`config.mk`:
```
export PLATFORM = sky130hd
export DESIGN_NAME = fault_flag_interrupt_shutdown
export DESIGN_NICKNAME = d
export VERILOG_FILES = /design/src/rtl/fault_flag_pkg.sv /design/src/rtl/current_limit_timer.sv /design/src/rtl/thermal_guard.sv /design/src/rtl/fault_flag_interrupt_shutdown.sv
export VERILOG_INCLUDE_DIRS = /design/src /design/src/rtl
export SDC_FILE = /design/constraint.sdc
export NUM_CORES = 1
export LEC_CHECK = 0
export ABC_AREA = 1
export BUFFER_PORTS_ARGS = -buffer_cell sky130_fd_sc_hd__clkbuf_2
export CORE_MARGIN = 2
export CORE_UTILIZATION = 25
export CTS_CLUSTER_SIZE = 14
export DETAILED_ROUTE_END_ITERATION = 8
export SETUP_SLACK_MARGIN = 0.4
export SYNTH_ARGS = -nofsm -noshare
export SYNTH_HDL_FRONTEND = slang
export SYNTH_SLANG_ARGS = --single-unit
```
`constraint.sdc`:
```
create_clock -name mclk -period 1.45 [get_ports mclk]
set_input_delay 0 -clock mclk [delete_from_list [all_inputs] [get_ports mclk]]
set_output_delay 0 -clock mclk [all_outputs]
set_load 0.02 [all_outputs]
```
`src/rtl/fault_flag_regs.svh`:
```
// Register offsets, field positions, reset values and timing counts of the fault flag block
`ifndef FAULT_FLAG_REGS_SVH
`define FAULT_FLAG_REGS_SVH

// ***************************************************************
// Register byte offsets
// ***************************************************************
`define OFS_STATUS 8'h00
`define OFS_FLAG_CTL 8'h04
`define OFS_AMP_CUR_CFG 8'h08
`define OFS_AMP_PATH_CTL 8'h0c
`define OFS_PATH_EN 8'h10
`define OFS_LIVE 8'h14

// ***************************************************************
// Field positions
// ***************************************************************
`define BIT_CURRENT 7
`define BIT_THERMAL 6
`define BIT_DIGITAL 4
`define FLAG_BITS 8'hd0
`define BIT_NEG_LIMIT_EN 1
`define BIT_POS_LIMIT_EN 0
`define BIT_THERMAL_LIMIT_DIS 0
`define BIT_TX_EN 0
`define BIT_RX_EN 1

// ***************************************************************
// Reset values
// ***************************************************************
`define RST_STATUS 8'h00
`define RST_FLAG_CTL 8'h00
`define RST_AMP_CUR_CFG 2'h3
`define RST_THERMAL_LIMIT_DIS 1'h0
`define RST_PATH_EN 2'h0

// ***************************************************************
// Timing and thresholds
// ***************************************************************
`define CURRENT_LIMIT_CYCLES 16384
`define TEMP_TRIP_DEGC 165
`define TEMP_RESUME_DEGC 150

`endif

```
`src/rtl/fault_flag_pkg.sv`:
```
// Types shared by the fault flag block
package fault_flag_pkg;

	typedef enum logic [1:0] {
		AMP_RUN = 2'h1,
		AMP_HOT = 2'h2
	} amp_state_t;

	typedef struct packed {
		logic [14:0] count;
		logic pulse;
	} limit_timer_t;

	typedef struct packed {
		amp_state_t state;
		logic hot_seen;
		logic amp_allowed;
		logic pulse;
	} thermal_t;

	typedef struct packed {
		logic [7:0] status;
		logic [7:0] flag_ctl;
		logic [1:0] cur_cfg;
		logic thermal_limit_disable;
		logic [1:0] path_en;
		logic [31:0] prdata;
		logic pready;
		logic pslverr;
		logic irq;
		logic int_oe;
		logic tx_oe;
		logic rx_oe;
		logic amp_en;
		logic pos_en;
		logic neg_en;
	} ctl_t;

endpackage

```
`src/rtl/current_limit_timer.sv`:
```
// Timer that reports a current-limit state lasting too long
`timescale 1ns/100ps
`default_nettype none
`include "fault_flag_regs.svh"
module current_limit_timer
	import fault_flag_pkg::*;
#(
	parameter int LIMIT_CYCLES = `CURRENT_LIMIT_CYCLES
) (
	input wire logic mclk,
	input wire logic rst_b,
	input wire logic clear,
	input wire logic limit_active,
	output logic overload_pulse
);
	limit_timer_t r;
	limit_timer_t next_r;

	// ***************************************************************
	// Counting
	// ***************************************************************
	always_comb begin
		next_r = r;
		next_r.pulse = 1'b0;
		if (clear || !limit_active) begin
			next_r.count = 15'h0000;
		end else begin
			// Fires on the cycle after LIMIT_CYCLES in limit
			next_r.pulse = (r.count == 15'(LIMIT_CYCLES));
			// Saturates so one long fault gives one event
			if (r.count <= 15'(LIMIT_CYCLES)) begin
				next_r.count = r.count + 15'h0001;
			end
		end
	end

	always_ff @(posedge mclk or negedge rst_b) begin
		if (!rst_b) begin
			r <= '0;
		end else begin
			r <= next_r;
		end
	end

	assign overload_pulse = r.pulse;
endmodule
`default_nettype wire

```
`src/rtl/thermal_guard.sv`:
```
// Thermal shutdown with hysteresis for the power amplifier
`timescale 1ns/100ps
`default_nettype none
module thermal_guard
	import fault_flag_pkg::*;
(
	input wire logic mclk,
	input wire logic rst_b,
	input wire logic clear,
	input wire logic over_hot,
	input wire logic cool,
	input wire logic limit_disable,
	output logic amp_allowed,
	output logic overload_pulse
);
	thermal_t r;
	thermal_t next_r;

	// ***************************************************************
	// State machine
	// ***************************************************************
	always_comb begin
		next_r = r;
		next_r.hot_seen = over_hot;
		// Flag event even with the trip disabled
		next_r.pulse = over_hot && !r.hot_seen;
		case (r.state)
			AMP_RUN: begin
				if (over_hot && !limit_disable) begin
					next_r.state = AMP_HOT;
				end
			end
			AMP_HOT: begin
				if (cool || limit_disable) begin
					next_r.state = AMP_RUN;
				end
			end
			default: begin
				next_r.state = AMP_HOT;
			end
		endcase
		if (clear) begin
			next_r.state = AMP_RUN;
			next_r.hot_seen = 1'b0;
			next_r.pulse = 1'b0;
		end
		next_r.amp_allowed = (next_r.state == AMP_RUN);
	end

	always_ff @(posedge mclk or negedge rst_b) begin
		if (!rst_b) begin
			r <= '{state: AMP_RUN, hot_seen: 1'b0, amp_allowed: 1'b1, pulse: 1'b0};
		end else begin
			r <= next_r;
		end
	end

	assign amp_allowed = r.amp_allowed;
	assign overload_pulse = r.pulse;
endmodule
`default_nettype wire

```
`src/rtl/fault_flag_interrupt_shutdown.sv`:
```
// Fault flags, interrupt pin, readiness pins and shutdown of the line driver front end
`timescale 1ns/100ps
`default_nettype none
`include "fault_flag_regs.svh"
module fault_flag_interrupt_shutdown
	import fault_flag_pkg::*;
#(
	parameter int LIMIT_CYCLES = `CURRENT_LIMIT_CYCLES
) (
	input wire logic mclk,
	input wire logic rst_b,
	input wire logic psel,
	input wire logic penable,
	input wire logic pwrite,
	input wire logic [7:0] paddr,
	input wire logic [31:0] pwdata,
	output logic [31:0] prdata,
	output logic pready,
	output logic pslverr,
	input wire logic shutdown_in,
	input wire logic pos_limit_hit,
	input wire logic neg_limit_hit,
	input wire logic over_hot,
	input wire logic cool,
	input wire logic tx_path_ready,
	input wire logic rx_path_ready,
	output logic irq,
	output logic int_pin_out,
	output logic int_pin_oe,
	output logic tx_flag_out,
	output logic tx_flag_oe,
	output logic rx_flag_out,
	output logic rx_flag_oe,
	output logic amp_out_en,
	output logic pos_current_limit_en,
	output logic neg_current_limit_en
);
	ctl_t r;
	ctl_t next_r;
	logic current_event;
	logic thermal_event;
	logic amp_allowed;
	logic limit_active;

	// ***************************************************************
	// Fault sources
	// ***************************************************************
	// Limit state exists only on sides whose protection is enabled
	assign limit_active = (pos_limit_hit && r.pos_en) || (neg_limit_hit && r.neg_en);

	current_limit_timer #(
		.LIMIT_CYCLES(LIMIT_CYCLES)
	) u_timer (
		.mclk(mclk),
		.rst_b(rst_b),
		.clear(shutdown_in),
		.limit_active(limit_active),
		.overload_pulse(current_event)
	);

	thermal_guard u_thermal (
		.mclk(mclk),
		.rst_b(rst_b),
		.clear(shutdown_in),
		.over_hot(over_hot),
		.cool(cool),
		.limit_disable(r.thermal_limit_disable),
		.amp_allowed(amp_allowed),
		.overload_pulse(thermal_event)
	);

	// ***************************************************************
	// Bus, flags and pins
	// ***************************************************************
	always_comb begin
		logic setup;
		logic access;
		logic mapped;
		logic read_only;
		logic bad;
		logic [7:0] clr;
		logic [7:0] set;
		logic [7:0] live;
		setup = psel && !penable;
		access = psel && penable && r.pready;
		mapped = (paddr == `OFS_STATUS) || (paddr == `OFS_FLAG_CTL) || (paddr == `OFS_AMP_CUR_CFG)
			|| (paddr == `OFS_AMP_PATH_CTL) || (paddr == `OFS_PATH_EN) || (paddr == `OFS_LIVE);
		read_only = (paddr == `OFS_LIVE);
		bad = !mapped || (pwrite && read_only);
		clr = 8'h00;
		set = 8'h00;
		live = {3'h0, r.amp_en, over_hot, limit_active, !r.tx_oe, !r.rx_oe};
		next_r = r;
		next_r.pready = setup;
		if (setup) begin
			next_r.pslverr = bad;
			next_r.prdata = 32'h0000_0000;
			if (!pwrite) begin
				case (paddr)
					`OFS_STATUS: next_r.prdata[7:0] = r.status;
					`OFS_FLAG_CTL: next_r.prdata[7:0] = r.flag_ctl;
					`OFS_AMP_CUR_CFG: next_r.prdata[1:0] = r.cur_cfg;
					`OFS_AMP_PATH_CTL: next_r.prdata[`BIT_THERMAL_LIMIT_DIS] = r.thermal_limit_disable;
					`OFS_PATH_EN: next_r.prdata[1:0] = r.path_en;
					`OFS_LIVE: next_r.prdata[7:0] = live;
					default: next_r.prdata = 32'h0000_0000;
				endcase
			end
		end
		if (access) begin
			if (r.pslverr) begin
				// Bad bus access raises the digital error
				set[`BIT_DIGITAL] = 1'b1;
			end else if (!pwrite && paddr == `OFS_STATUS) begin
				// Only bits actually returned are cleared, so a late event survives
				clr = r.prdata[7:0];
			end else if (pwrite) begin
				case (paddr)
					`OFS_STATUS: clr = pwdata[7:0];
					`OFS_FLAG_CTL: next_r.flag_ctl = pwdata[7:0] & `FLAG_BITS;
					`OFS_AMP_CUR_CFG: next_r.cur_cfg = pwdata[1:0];
					`OFS_AMP_PATH_CTL: next_r.thermal_limit_disable = pwdata[`BIT_THERMAL_LIMIT_DIS];
					`OFS_PATH_EN: next_r.path_en = pwdata[1:0];
					default: clr = 8'h00;
				endcase
			end
		end
		// Flags set regardless of mask
		set[`BIT_CURRENT] = current_event;
		set[`BIT_THERMAL] = thermal_event;
		// Set wins over a clear in the same cycle
		next_r.status = ((r.status & ~clr) | set) & `FLAG_BITS;
		next_r.pos_en = next_r.cur_cfg[`BIT_POS_LIMIT_EN];
		next_r.neg_en = next_r.cur_cfg[`BIT_NEG_LIMIT_EN];
		// Mask bit set means that flag cannot pull the pin
		next_r.irq = |(next_r.status & ~next_r.flag_ctl);
		next_r.int_oe = next_r.irq;
		next_r.amp_en = amp_allowed;
		next_r.tx_oe = !(next_r.path_en[`BIT_TX_EN] && tx_path_ready && amp_allowed);
		next_r.rx_oe = !(next_r.path_en[`BIT_RX_EN] && rx_path_ready);
		if (shutdown_in) begin
			// Everything to defaults except amp_en, which is held off; bus answers with an error so masters never hang
			next_r.status = `RST_STATUS;
			next_r.flag_ctl = `RST_FLAG_CTL;
			next_r.cur_cfg = `RST_AMP_CUR_CFG;
			next_r.thermal_limit_disable = `RST_THERMAL_LIMIT_DIS;
			next_r.path_en = `RST_PATH_EN;
			next_r.prdata = 32'h0000_0000;
			next_r.pslverr = setup;
			next_r.irq = 1'b0;
			next_r.int_oe = 1'b0;
			next_r.tx_oe = 1'b1;
			next_r.rx_oe = 1'b1;
			next_r.amp_en = 1'b0;
			next_r.pos_en = 1'b1;
			next_r.neg_en = 1'b1;
		end
	end

	always_ff @(posedge mclk or negedge rst_b) begin
		if (!rst_b) begin
			r <= '{status: `RST_STATUS, flag_ctl: `RST_FLAG_CTL, cur_cfg: `RST_AMP_CUR_CFG,
				thermal_limit_disable: `RST_THERMAL_LIMIT_DIS, path_en: `RST_PATH_EN, prdata: 32'h0000_0000,
				pready: 1'b0, pslverr: 1'b0, irq: 1'b0, int_oe: 1'b0, tx_oe: 1'b1,
				rx_oe: 1'b1, amp_en: 1'b1, pos_en: 1'b1, neg_en: 1'b1};
		end else begin
			r <= next_r;
		end
	end

	// ***************************************************************
	// Outputs
	// ***************************************************************
	// Open drain pins only ever drive low
	assign prdata = r.prdata;
	assign pready = r.pready;
	assign pslverr = r.pslverr;
	assign irq = r.irq;
	assign int_pin_out = 1'b0;
	assign int_pin_oe = r.int_oe;
	assign tx_flag_out = 1'b0;
	assign tx_flag_oe = r.tx_oe;
	assign rx_flag_out = 1'b0;
	assign rx_flag_oe = r.rx_oe;
	assign amp_out_en = r.amp_en;
	assign pos_current_limit_en = r.pos_en;
	assign neg_current_limit_en = r.neg_en;
endmodule
`default_nettype wire

```
; Yosys cells after proc, flatten, opt, wreduce, memory -nomap -nowiden
; Index checks and enable logic that the tools add are counted.
[totals]
regBits = 83
latch_bits = 0
ramBits = 0
rom_bits = 0
input_bits = 52
out_inout_bits = 44
word_cells = 109
memories = 0
[op_classes]
addsub = 1
n_mul = 0
n_div = 0
n_lt_le_gt_ge = 1
n_eq_ne = 11
n_shift = 0
mux = 31
n_bitwise = 5
reduce_logical = 39
[ops]
columns = operator, count
row1 = 8-bit two-way mux, 8
row2 = 53-bit two-way mux, 1
row3 = 13-bit two-way mux, 4
row4 = 32-bit two-way mux, 1
row5 = 15-bit two-way mux, 2
row6 = 6-bit one-hot mux with 3 select lines, 1
row7 = 8-bit AND, 2
row8 = 8-bit by 4-bit equality test with 1-bit output (second input constant), 2
row9 = 8-bit by 5-bit equality test with 1-bit output (second input constant), 2
row10 = 8-bit NOT, 2
row11 = 15-bit by 1-bit adder with 15-bit output (second input constant), 1
row12 = 15-bit equality test (second input constant), 1
row13 = 15-bit <= comparator (second input constant), 1
row14 = 1-bit logical AND, 12
row15 = 1-bit zero test, 10
row16 = 2-bit nonzero test, 5
row17 = 1-bit logical OR, 9
row18 = 8-bit by 3-bit equality test with 1-bit output (second input constant), 1
row19 = 8-bit zero test, 1
row20 = 2-bit two-way mux, 4
row21 = 8-bit bitwise OR, 1
row22 = 8-bit OR reduction, 1
row23 = 1-bit two-way mux, 6
row24 = 1-bit one-hot mux with 6 select lines, 1
row25 = other kinds (7), 9

; Depth between registers and ports, before layout
; Gate-level depths: netlist of the first run.
[logic_depth]
depth_word = 12
mapped_depth = 9

; By module
; From an unflattened synthesis of the first run, not the netlist that was laid out.
[hier_totals]
cells_unflattened = 419
hier_area_um2 = 3090.5
[by_module_without_submodules]
columns = mod, n_inst, cells_per_inst, area_each_um2
row1 = fault_flag_interrupt_shutdown, 1, 237, 1794.2
row2 = current_limit_timer, 1, 151, 1041.0
row3 = thermal_guard, 1, 31, 255.2

; Worst setup path before layout of the first run
; No wires, ideal clock.
[synth_timing]
path_type = flip-flop to flip-flop
startpoint = register r[45] (netlist name)
endpoint = register u_timer.r[9] (netlist bit)
t_arrival_ns = 1.295
t_required_ns = 1.328
path_slack_ns = 0.034
stages_incl_launch_ff = 9
path_buffers = 1
path_cell_list = dfstp_2 nand2_1 nand2_1 inv_1 nor2_2 nand3_1 buf_4 nand2_2 a21oi_2
[synth_rtl]
columns = item, line_no
row1 = end signal: assignment, current_limit_timer.sv:41  ; r <= next_r;
row2 = end: declaration, current_limit_timer.sv:16  ; limit_timer_t r;

; Final worst setup path of the first run
[layout_timing]
startpoint = register u_timer.r[1] (netlist bit)
endpoint = register u_timer.r[10] (netlist bit)
[layout_via]
elab_chain_cells = 3
[layout_rtl]
columns = item, line_no
row1 = 15-bit by 1-bit adder with 15-bit output, current_limit_timer.sv:32  ; next_r.count = r.count + 15'h0001;
row2 = 15-bit two-way mux, current_limit_timer.sv:31  ; if (r.count <= 15'(LIMIT_CYCLES)) begin
row3 = 15-bit two-way mux, current_limit_timer.sv:25  ; if (clear || !limit_active) begin
; Parallel ways exist; a longest one is shown, timed or not. The select of a mux whose other input is x is not followed.
; A chain may end at the register's enable or synchronous reset.

==> results of run 1 <==
## stage by stage
stage               instance area [sq um]  worst slack [ns]  instances  hold WS [ns]  utilization (%)
finish                               4262          0.006163        627       0.04828            35.48
global route                         4262          -0.07025        627       0.05200            35.48
CTS                                  4009           0.05079        619       0.04329            33.38
detailed placement                   3407          -0.04692        592      -0.03251            28.36
global placement                     3407          -0.01250        592      -0.04306            28.36
floorplan                            3206            0.1012        431       -0.2956                -
## cell usage after synthesis (4+ instances only)
cell type,count,area share (%)
nand2_1,89,11
buf_4,37,9.1
nand3_1,37,6.0
nand4_1,16,3.3
ha_1,4,1.6
dfstp_2,7,6.0
o21ai_1,4,0.65
inv_1,53,6.5
nor3_1,5,0.82
a21oi_1,10,1.6
o21ai_0,23,3.8
nor2_1,40,4.9
dfrtp_1,44,36
nor2_4,4,1.5
nand3b_1,4,0.98
nand2_2,4,0.82
## final cells by class
cell class	count	area [sq um]	area share, %
Clock buffer	6	138.9	3.259
Sequential cell	51	1287	30.21
Multi-Input combinational cell	286	1799	42.22
Inverter	55	219.0	5.138
Tap cell	147	183.9	4.316
Clock inverter	2	16.27	0.3817
Timing Repair Buffer	80	616.8	14.47
## registers in the layout, summed over array words and instances, names as in the netlist
| signal | cells |
|---|---|
| r | 16 |
| u_timer.r | 15 |
| prdata | 8 |
| u_thermal.r | 3 |
| amp_out_en | 1 |
| int_pin_oe | 1 |
| pready | 1 |
| pslverr | 1 |
| rx_flag_oe | 1 |
| tx_flag_oe | 1 |
| u_thermal.amp_allowed | 1 |
| u_thermal.overload_pulse | 1 |
| u_timer.overload_pulse | 1 |
## where the power goes
group	internal, mW	switching, mW
logic	0.167	0.306
registers	1.46	0.0309
clock network	0.691	0.537
total	2.32	0.874
## what timing repair did
| item | in CTS | in global routing |
|---|---|---|
| resized for setup | 75 | 49 |
| hold buffers | 6 | 0 |
| buffers inserted | 11 | 8 |
| setup endpoints to repair | 43 | 47 |
| pin swaps | 23 | 14 |
| gates cloned | 2 | 0 |
| hold endpoints to repair | 20 | 0 |
## cells in the final DEF, fill, tap and decap left out, types with 8 or more instances in the layout
cell,Yosys,routed
nor2_2,2,8
o21ai_0,23,8
buf_6,1,9
inv_2,2,9
nor2_1,40,27
o21ai_1,4,13
clkbuf_2,0,38
nand2_1,89,70
nand4_1,16,16
nand3_1,37,20
buf_4,37,20
nand3_2,0,12
dfrtp_1,44,42
inv_1,53,45
nand2_2,4,18
nor2_4,4,11
conb_1,1,27
## routing by layer
metal,part of all wire [%],vias to the layer above,GRT usage [%]
met1,43,1401,15.66
met2,52,63,21.03
met4,1.0,0,3.855
met5,0,-,0
li1,-,1391,-
met3,3.9,8,2.478
## worst register-to-register path: cells and delay by family, from the launching register on
family        cells  cell delay, ns
flops             1            0.41
fa+ha+maj         1            0.13
simple gates      7            0.70
buf+inv           1            0.09
## logic make-up (layout without fill, tap and decap cells)
kind of cell | after synthesis | after routing | share of synthesized area, %
other cells | 1 | 27 | 0.1223
flops | 51 | 51 | 41.92
fa+ha+maj | 4 | 4 | 1.633
compound gates | 46 | 46 | 8.327
buf+inv | 96 | 143 | 16.57
simple gates | 207 | 209 | 31.43
## worst max-delay path by stage
stage	end	slack, ns	cells past startpoint
detailed placement	u_timer.r[1]$_DFFE_PN0P_	-0.05	7
global route	u_timer.r[10]$_DFFE_PN0P_	-0.07	9
floorplan	u_timer.r[9]$_DFFE_PN0P_	0.10	8
global placement	u_timer.r[14]$_DFFE_PN0P_	-0.01	8
CTS	u_timer.r[10]$_DFFE_PN0P_	0.05	9
finish	u_timer.r[10]$_DFFE_PN0P_	0.006	9
==> results.toml, run 1 <==
[run_status]
status = "finished clean"

[synthesis]
yosysSeqAreaShare_pct = 41.92
ys_ff_latch = 51
yosysWarnings = 0
avgSynthCellArea_sq_um = 7.569
synth_ff_type = "dfrtp_1"
netlist_area_sq_mm = 0.003065
synth_cells = 405
postSynth.asyncResetShare_pct = 100.0
synth-edff-count = 0
yosysUniqueCellTypes = 34

[sta]
final_max_slew_viol_count = 0
rsz0062_at_grt = "true"
fin_tns_setup_ns = 0
period_minus_slack_ns = 1.444
worst_pin_slew_ns = 0.5066
post-route-period-util_pct = 99.57
clock.fmax_mhz = 692.6
finalHoldViolCount = 0
skew_ns = 0.006611
relSlewSlack_pct = 66.10
setup_violations = 0

[drt]
first_pass_iters = 4
drc = 0
routed_wl_microns = 8104
drtAntennaViolNets = 0
wire_per_inst_microns = 12.93
via_per_inst = 4.566
drt_iter0_drc = 206
vias = 2863

[critical_path]
cp_slowest_stage_delay_ns = 0.41
cp.required_ns = 1.63
r2r_cells = 9
crit_arrival_ns = 1.62
worstSetupEndpointType = "register"
critical_path_class = "reg -> reg"
timing.rr.start = "u_timer.r[1]$_DFFE_PN0P_"
slowest_stage = "dfrtp_1"
r2r_end = "u_timer.r[10]$_DFFE_PN0P_"
critical-path-top-delay-family = "simple AND/OR/NAND/NOR gates"
worstPathMaxFanout = 8
worst_setup_path_startpoint = "u_timer.r[1]$_DFFE_PN0P_"
cp_cell_sequence = "inv_2, ha_4, nand4_1, nor2_2, nand2_4, nand2_8, nand3b_1, nand2_1, nor2_1"
crit_buf_inv = 1
crit_path_start_kind = "register"
r2r_slack_ns = 0.006

[floorplan]
row_count = 40
io_pins = 96
core_sq_mm = 0.01201
dieArea_sq_mm = 0.01316
initial_core_util_pct = 25.52
die_h_microns = 114.7
die_x_microns = 114.7

[hold_path]
hp-start = "shutdown_in"
min_path_cells = 2
min_path_type = "in -> reg"
whs_endpoint = "r[41]$_DFF_PN0_"

[final_layout]
syn_to_final_growth_pct = 39.02
n_fill_cell = 1203
fin_nets = 535
diodes = 0
layout-drive-gt1-share_pct = 38.75

[job]
drv_cap = 0

[pwr]
peakVddDrop_uv = 480.1
finalPower_mw = 3.191
leakagePower_nw = 1.919
p_per_area_mw_per_mm2 = 748.8

[global_routing]
grt_remaining_overflow = 0
grt_max_degree = 38
grt_pass1_wl_microns = 13120
globalRouteTotalUtil_pct = 12.28
grt_pass1_vias = 2806
grt_antenna_before_repair = 0

[clock_network]
cts-root-buf = "clkbuf_16"
cts_num_sinks = 51
cts_tree = "done"
h-tree-depth = 2
clkLatencyLatePin_ns = 0.29
clk_path_buf_depth = 2
cts_made_buffers = 5
path_clk_slew_ns = 0.07

[placement]
hpwl_microns = 5596
gp_congestion = 0.8141
io_buffers = 41
Note: power is estimated with default switching activity, not from simulation.
==> inputs of run 2 (changes only) <==
--- a/config.mk
+++ b/config.mk
@@ -8,6 +8,7 @@
 export LEC_CHECK = 0
 export ABC_AREA = 1
 export BUFFER_PORTS_ARGS = -buffer_cell sky130_fd_sc_hd__clkbuf_2
+export CORE_ASPECT_RATIO = 1.75
 export CORE_MARGIN = 2
 export CORE_UTILIZATION = 25
 export CTS_CLUSTER_SIZE = 14
==> results.toml, run 2 (same netlist as run 1, synthesis figures left out) <==
[job]
drv_cap = 0

[final_layout]
final_util_pct = 35.11
fin_nets = 537
n_fill_cell = 1226
diodes = 0
layout-drive-gt1-share_pct = 35.27
final_cells = 647
final_cell_mix = "nand2_1, inv_1, dfrtp_1"
largest_register_ff_count = 16
largest-register = "r"
mostFrequentLayoutCell = "nand2_1"
syn_to_final_growth_pct = 37.47

[drt]
routed_wl_microns = 8466
first_pass_iters = 4
via_per_inst = 4.566
drt_iter0_drc = 180
vias = 2954
wire_per_inst_microns = 13.09
drtAntennaViolNets = 0
drc = 0

[clock_network]
cts_tree = "done"
cts_num_sinks = 51
clk_path_buf_depth = 2
cts-root-buf = "clkbuf_16"
clkLatencyLatePin_ns = 0.29
h-tree-depth = 2
cts_made_buffers = 5
path_clk_slew_ns = 0.06

[critical_path]
worst_setup_path_startpoint = "u_timer.r[1]$_DFFE_PN0P_"
crit_arrival_ns = 1.62
crit_path_start_kind = "register"
cp.required_ns = 1.64
critical_path_class = "reg -> reg"
r2r_end = "u_timer.r[10]$_DFFE_PN0P_"
worstPathMaxFanout = 8
r2r_cells = 9
timing.rr.start = "u_timer.r[1]$_DFFE_PN0P_"
r2r_slack_ns = 0.02
worstSetupEndpointType = "register"

[sta]
fin_tns_setup_ns = 0
period_minus_slack_ns = 1.430
final_max_slew_viol_count = 0
clock.fmax_mhz = 699.3
rsz0062_at_grt = "true"
setup_violations = 0
post-route-period-util_pct = 98.62
skew_ns = 0.003907
finalHoldViolCount = 0

[global_routing]
grt_antenna_before_repair = 0
use_met1_pct = 12.41
globalRouteTotalUtil_pct = 13.11
grt_pass1_vias = 2874
top_usage_layer = "met2"
use_met3_pct = 2.851
grt_remaining_overflow = 0
gr-usage-met2_pct = 23.60
grt_max_degree = 52
grt_pass1_wl_microns = 13320

[floorplan]
row_count = 53
dieArea_sq_mm = 0.01320
core_sq_mm = 0.01200
io_pins = 96
initial_core_util_pct = 25.54
die_h_microns = 150.5
die_x_microns = 87.71

[placement]
hpwl_microns = 5804
io_buffers = 41
gp_congestion = 0.8354
place_inst = 614

[hold_path]
whs_endpoint = "u_thermal.r[2]$_DFF_PN0_"
min_path_cells = 3
hp-start = "over_hot"
min_path_type = "in -> reg"

[pwr]
p_per_area_mw_per_mm2 = 824.8
leakagePower_nw = 1.932
peakVddDrop_uv = 608.9

[run_status]
status = "finished clean"
run 2: cell types whose count changed in the layout (fill, tap and decap cells not counted), sizes merged:
cell and change:
clkinv -2, clkbuf +3, clkinvlp -1, inv +1, bufinv +2, buf -1
run 2: critical path: stages, from the launching register on:
cell	delay, ns
dfrtp_1	0.40
inv_2	0.08
ha_4	0.11
nand4_1	0.09
nor2_2	0.17
nand2_4	0.13
nand2_8	0.12
nand3b_1	0.09
nand2_1	0.07
nor2_1	0.04
run 2: how the worst max path moves through the flow:
stage	to	slack, ns
detailed placement	u_timer.r[8]$_DFFE_PN0P_	-0.11
global placement	u_timer.r[8]$_DFFE_PN0P_	-0.07
CTS	u_timer.r[10]$_DFFE_PN0P_	0.08
global route	u_timer.r[10]$_DFFE_PN0P_	-0.06
floorplan	u_timer.r[9]$_DFFE_PN0P_	0.10
finish	u_timer.r[10]$_DFFE_PN0P_	0.02
run 2: stage by stage:
step / total power [mW] / setup slack, ns / instance area [sq um] / hold slack [ns]
4_1_cts: 3.461 / 0.07802 / 4013 / 0.04446
6_report: 3.476 / 0.02006 / 4214 / 0.05551
2_1_floorplan: 1.796 / 0.1012 / 3206 / -0.2956
5_1_grt: 3.613 / -0.06372 / 4214 / 0.05916
3_3_place_gp: 1.878 / -0.06710 / 3460 / 0.01994
3_5_place_dp: 1.887 / -0.1077 / 3460 / 0.02048
run 2: cell type report:
cell class | count | area, sq um | area share [%]
multi-input combinational | 286 | 1699 | 40.32
sequential | 51 | 1287 | 30.55
timing repair buffer | 82 | 620.6 | 14.73
inverter | 55 | 211.5 | 5.018
tap | 165 | 206.4 | 4.899
clock buffer | 6 | 128.9 | 3.058
clock inverter | 2 | 60.06 | 1.425
run 2: power by group:
| part | switching [mW] | leakage, nW | internal [mW] |
|---|---|---|---|
| Clock | 0.524 | 0.0911 | 0.990 |
| Sequential | 0.0304 | 0.677 | 1.46 |
| Combinational | 0.304 | 1.16 | 0.168 |
| Total | 0.858 | 1.93 | 2.62 |
run 2: timing repair:
item | CTS | global route
hold buffers | 6 | 0
endpoints found under the setup margin | 41 | 47
endpoints found under the hold margin | 57 | 0
pin swaps | 18 | 18
gates cloned | 2 | 1
buffers inserted | 10 | 6
resized for setup | 57 | 36
run 2: per-layer routing:
| metal | share of wire (%) | wire, microns |
|---|---|---|
| met2 | 56 | 4742 |
| met5 | 0 | 0 |
| met4 | 6.8 | 573 |
| met1 | 33 | 2817 |
| met3 | 3.9 | 333 |
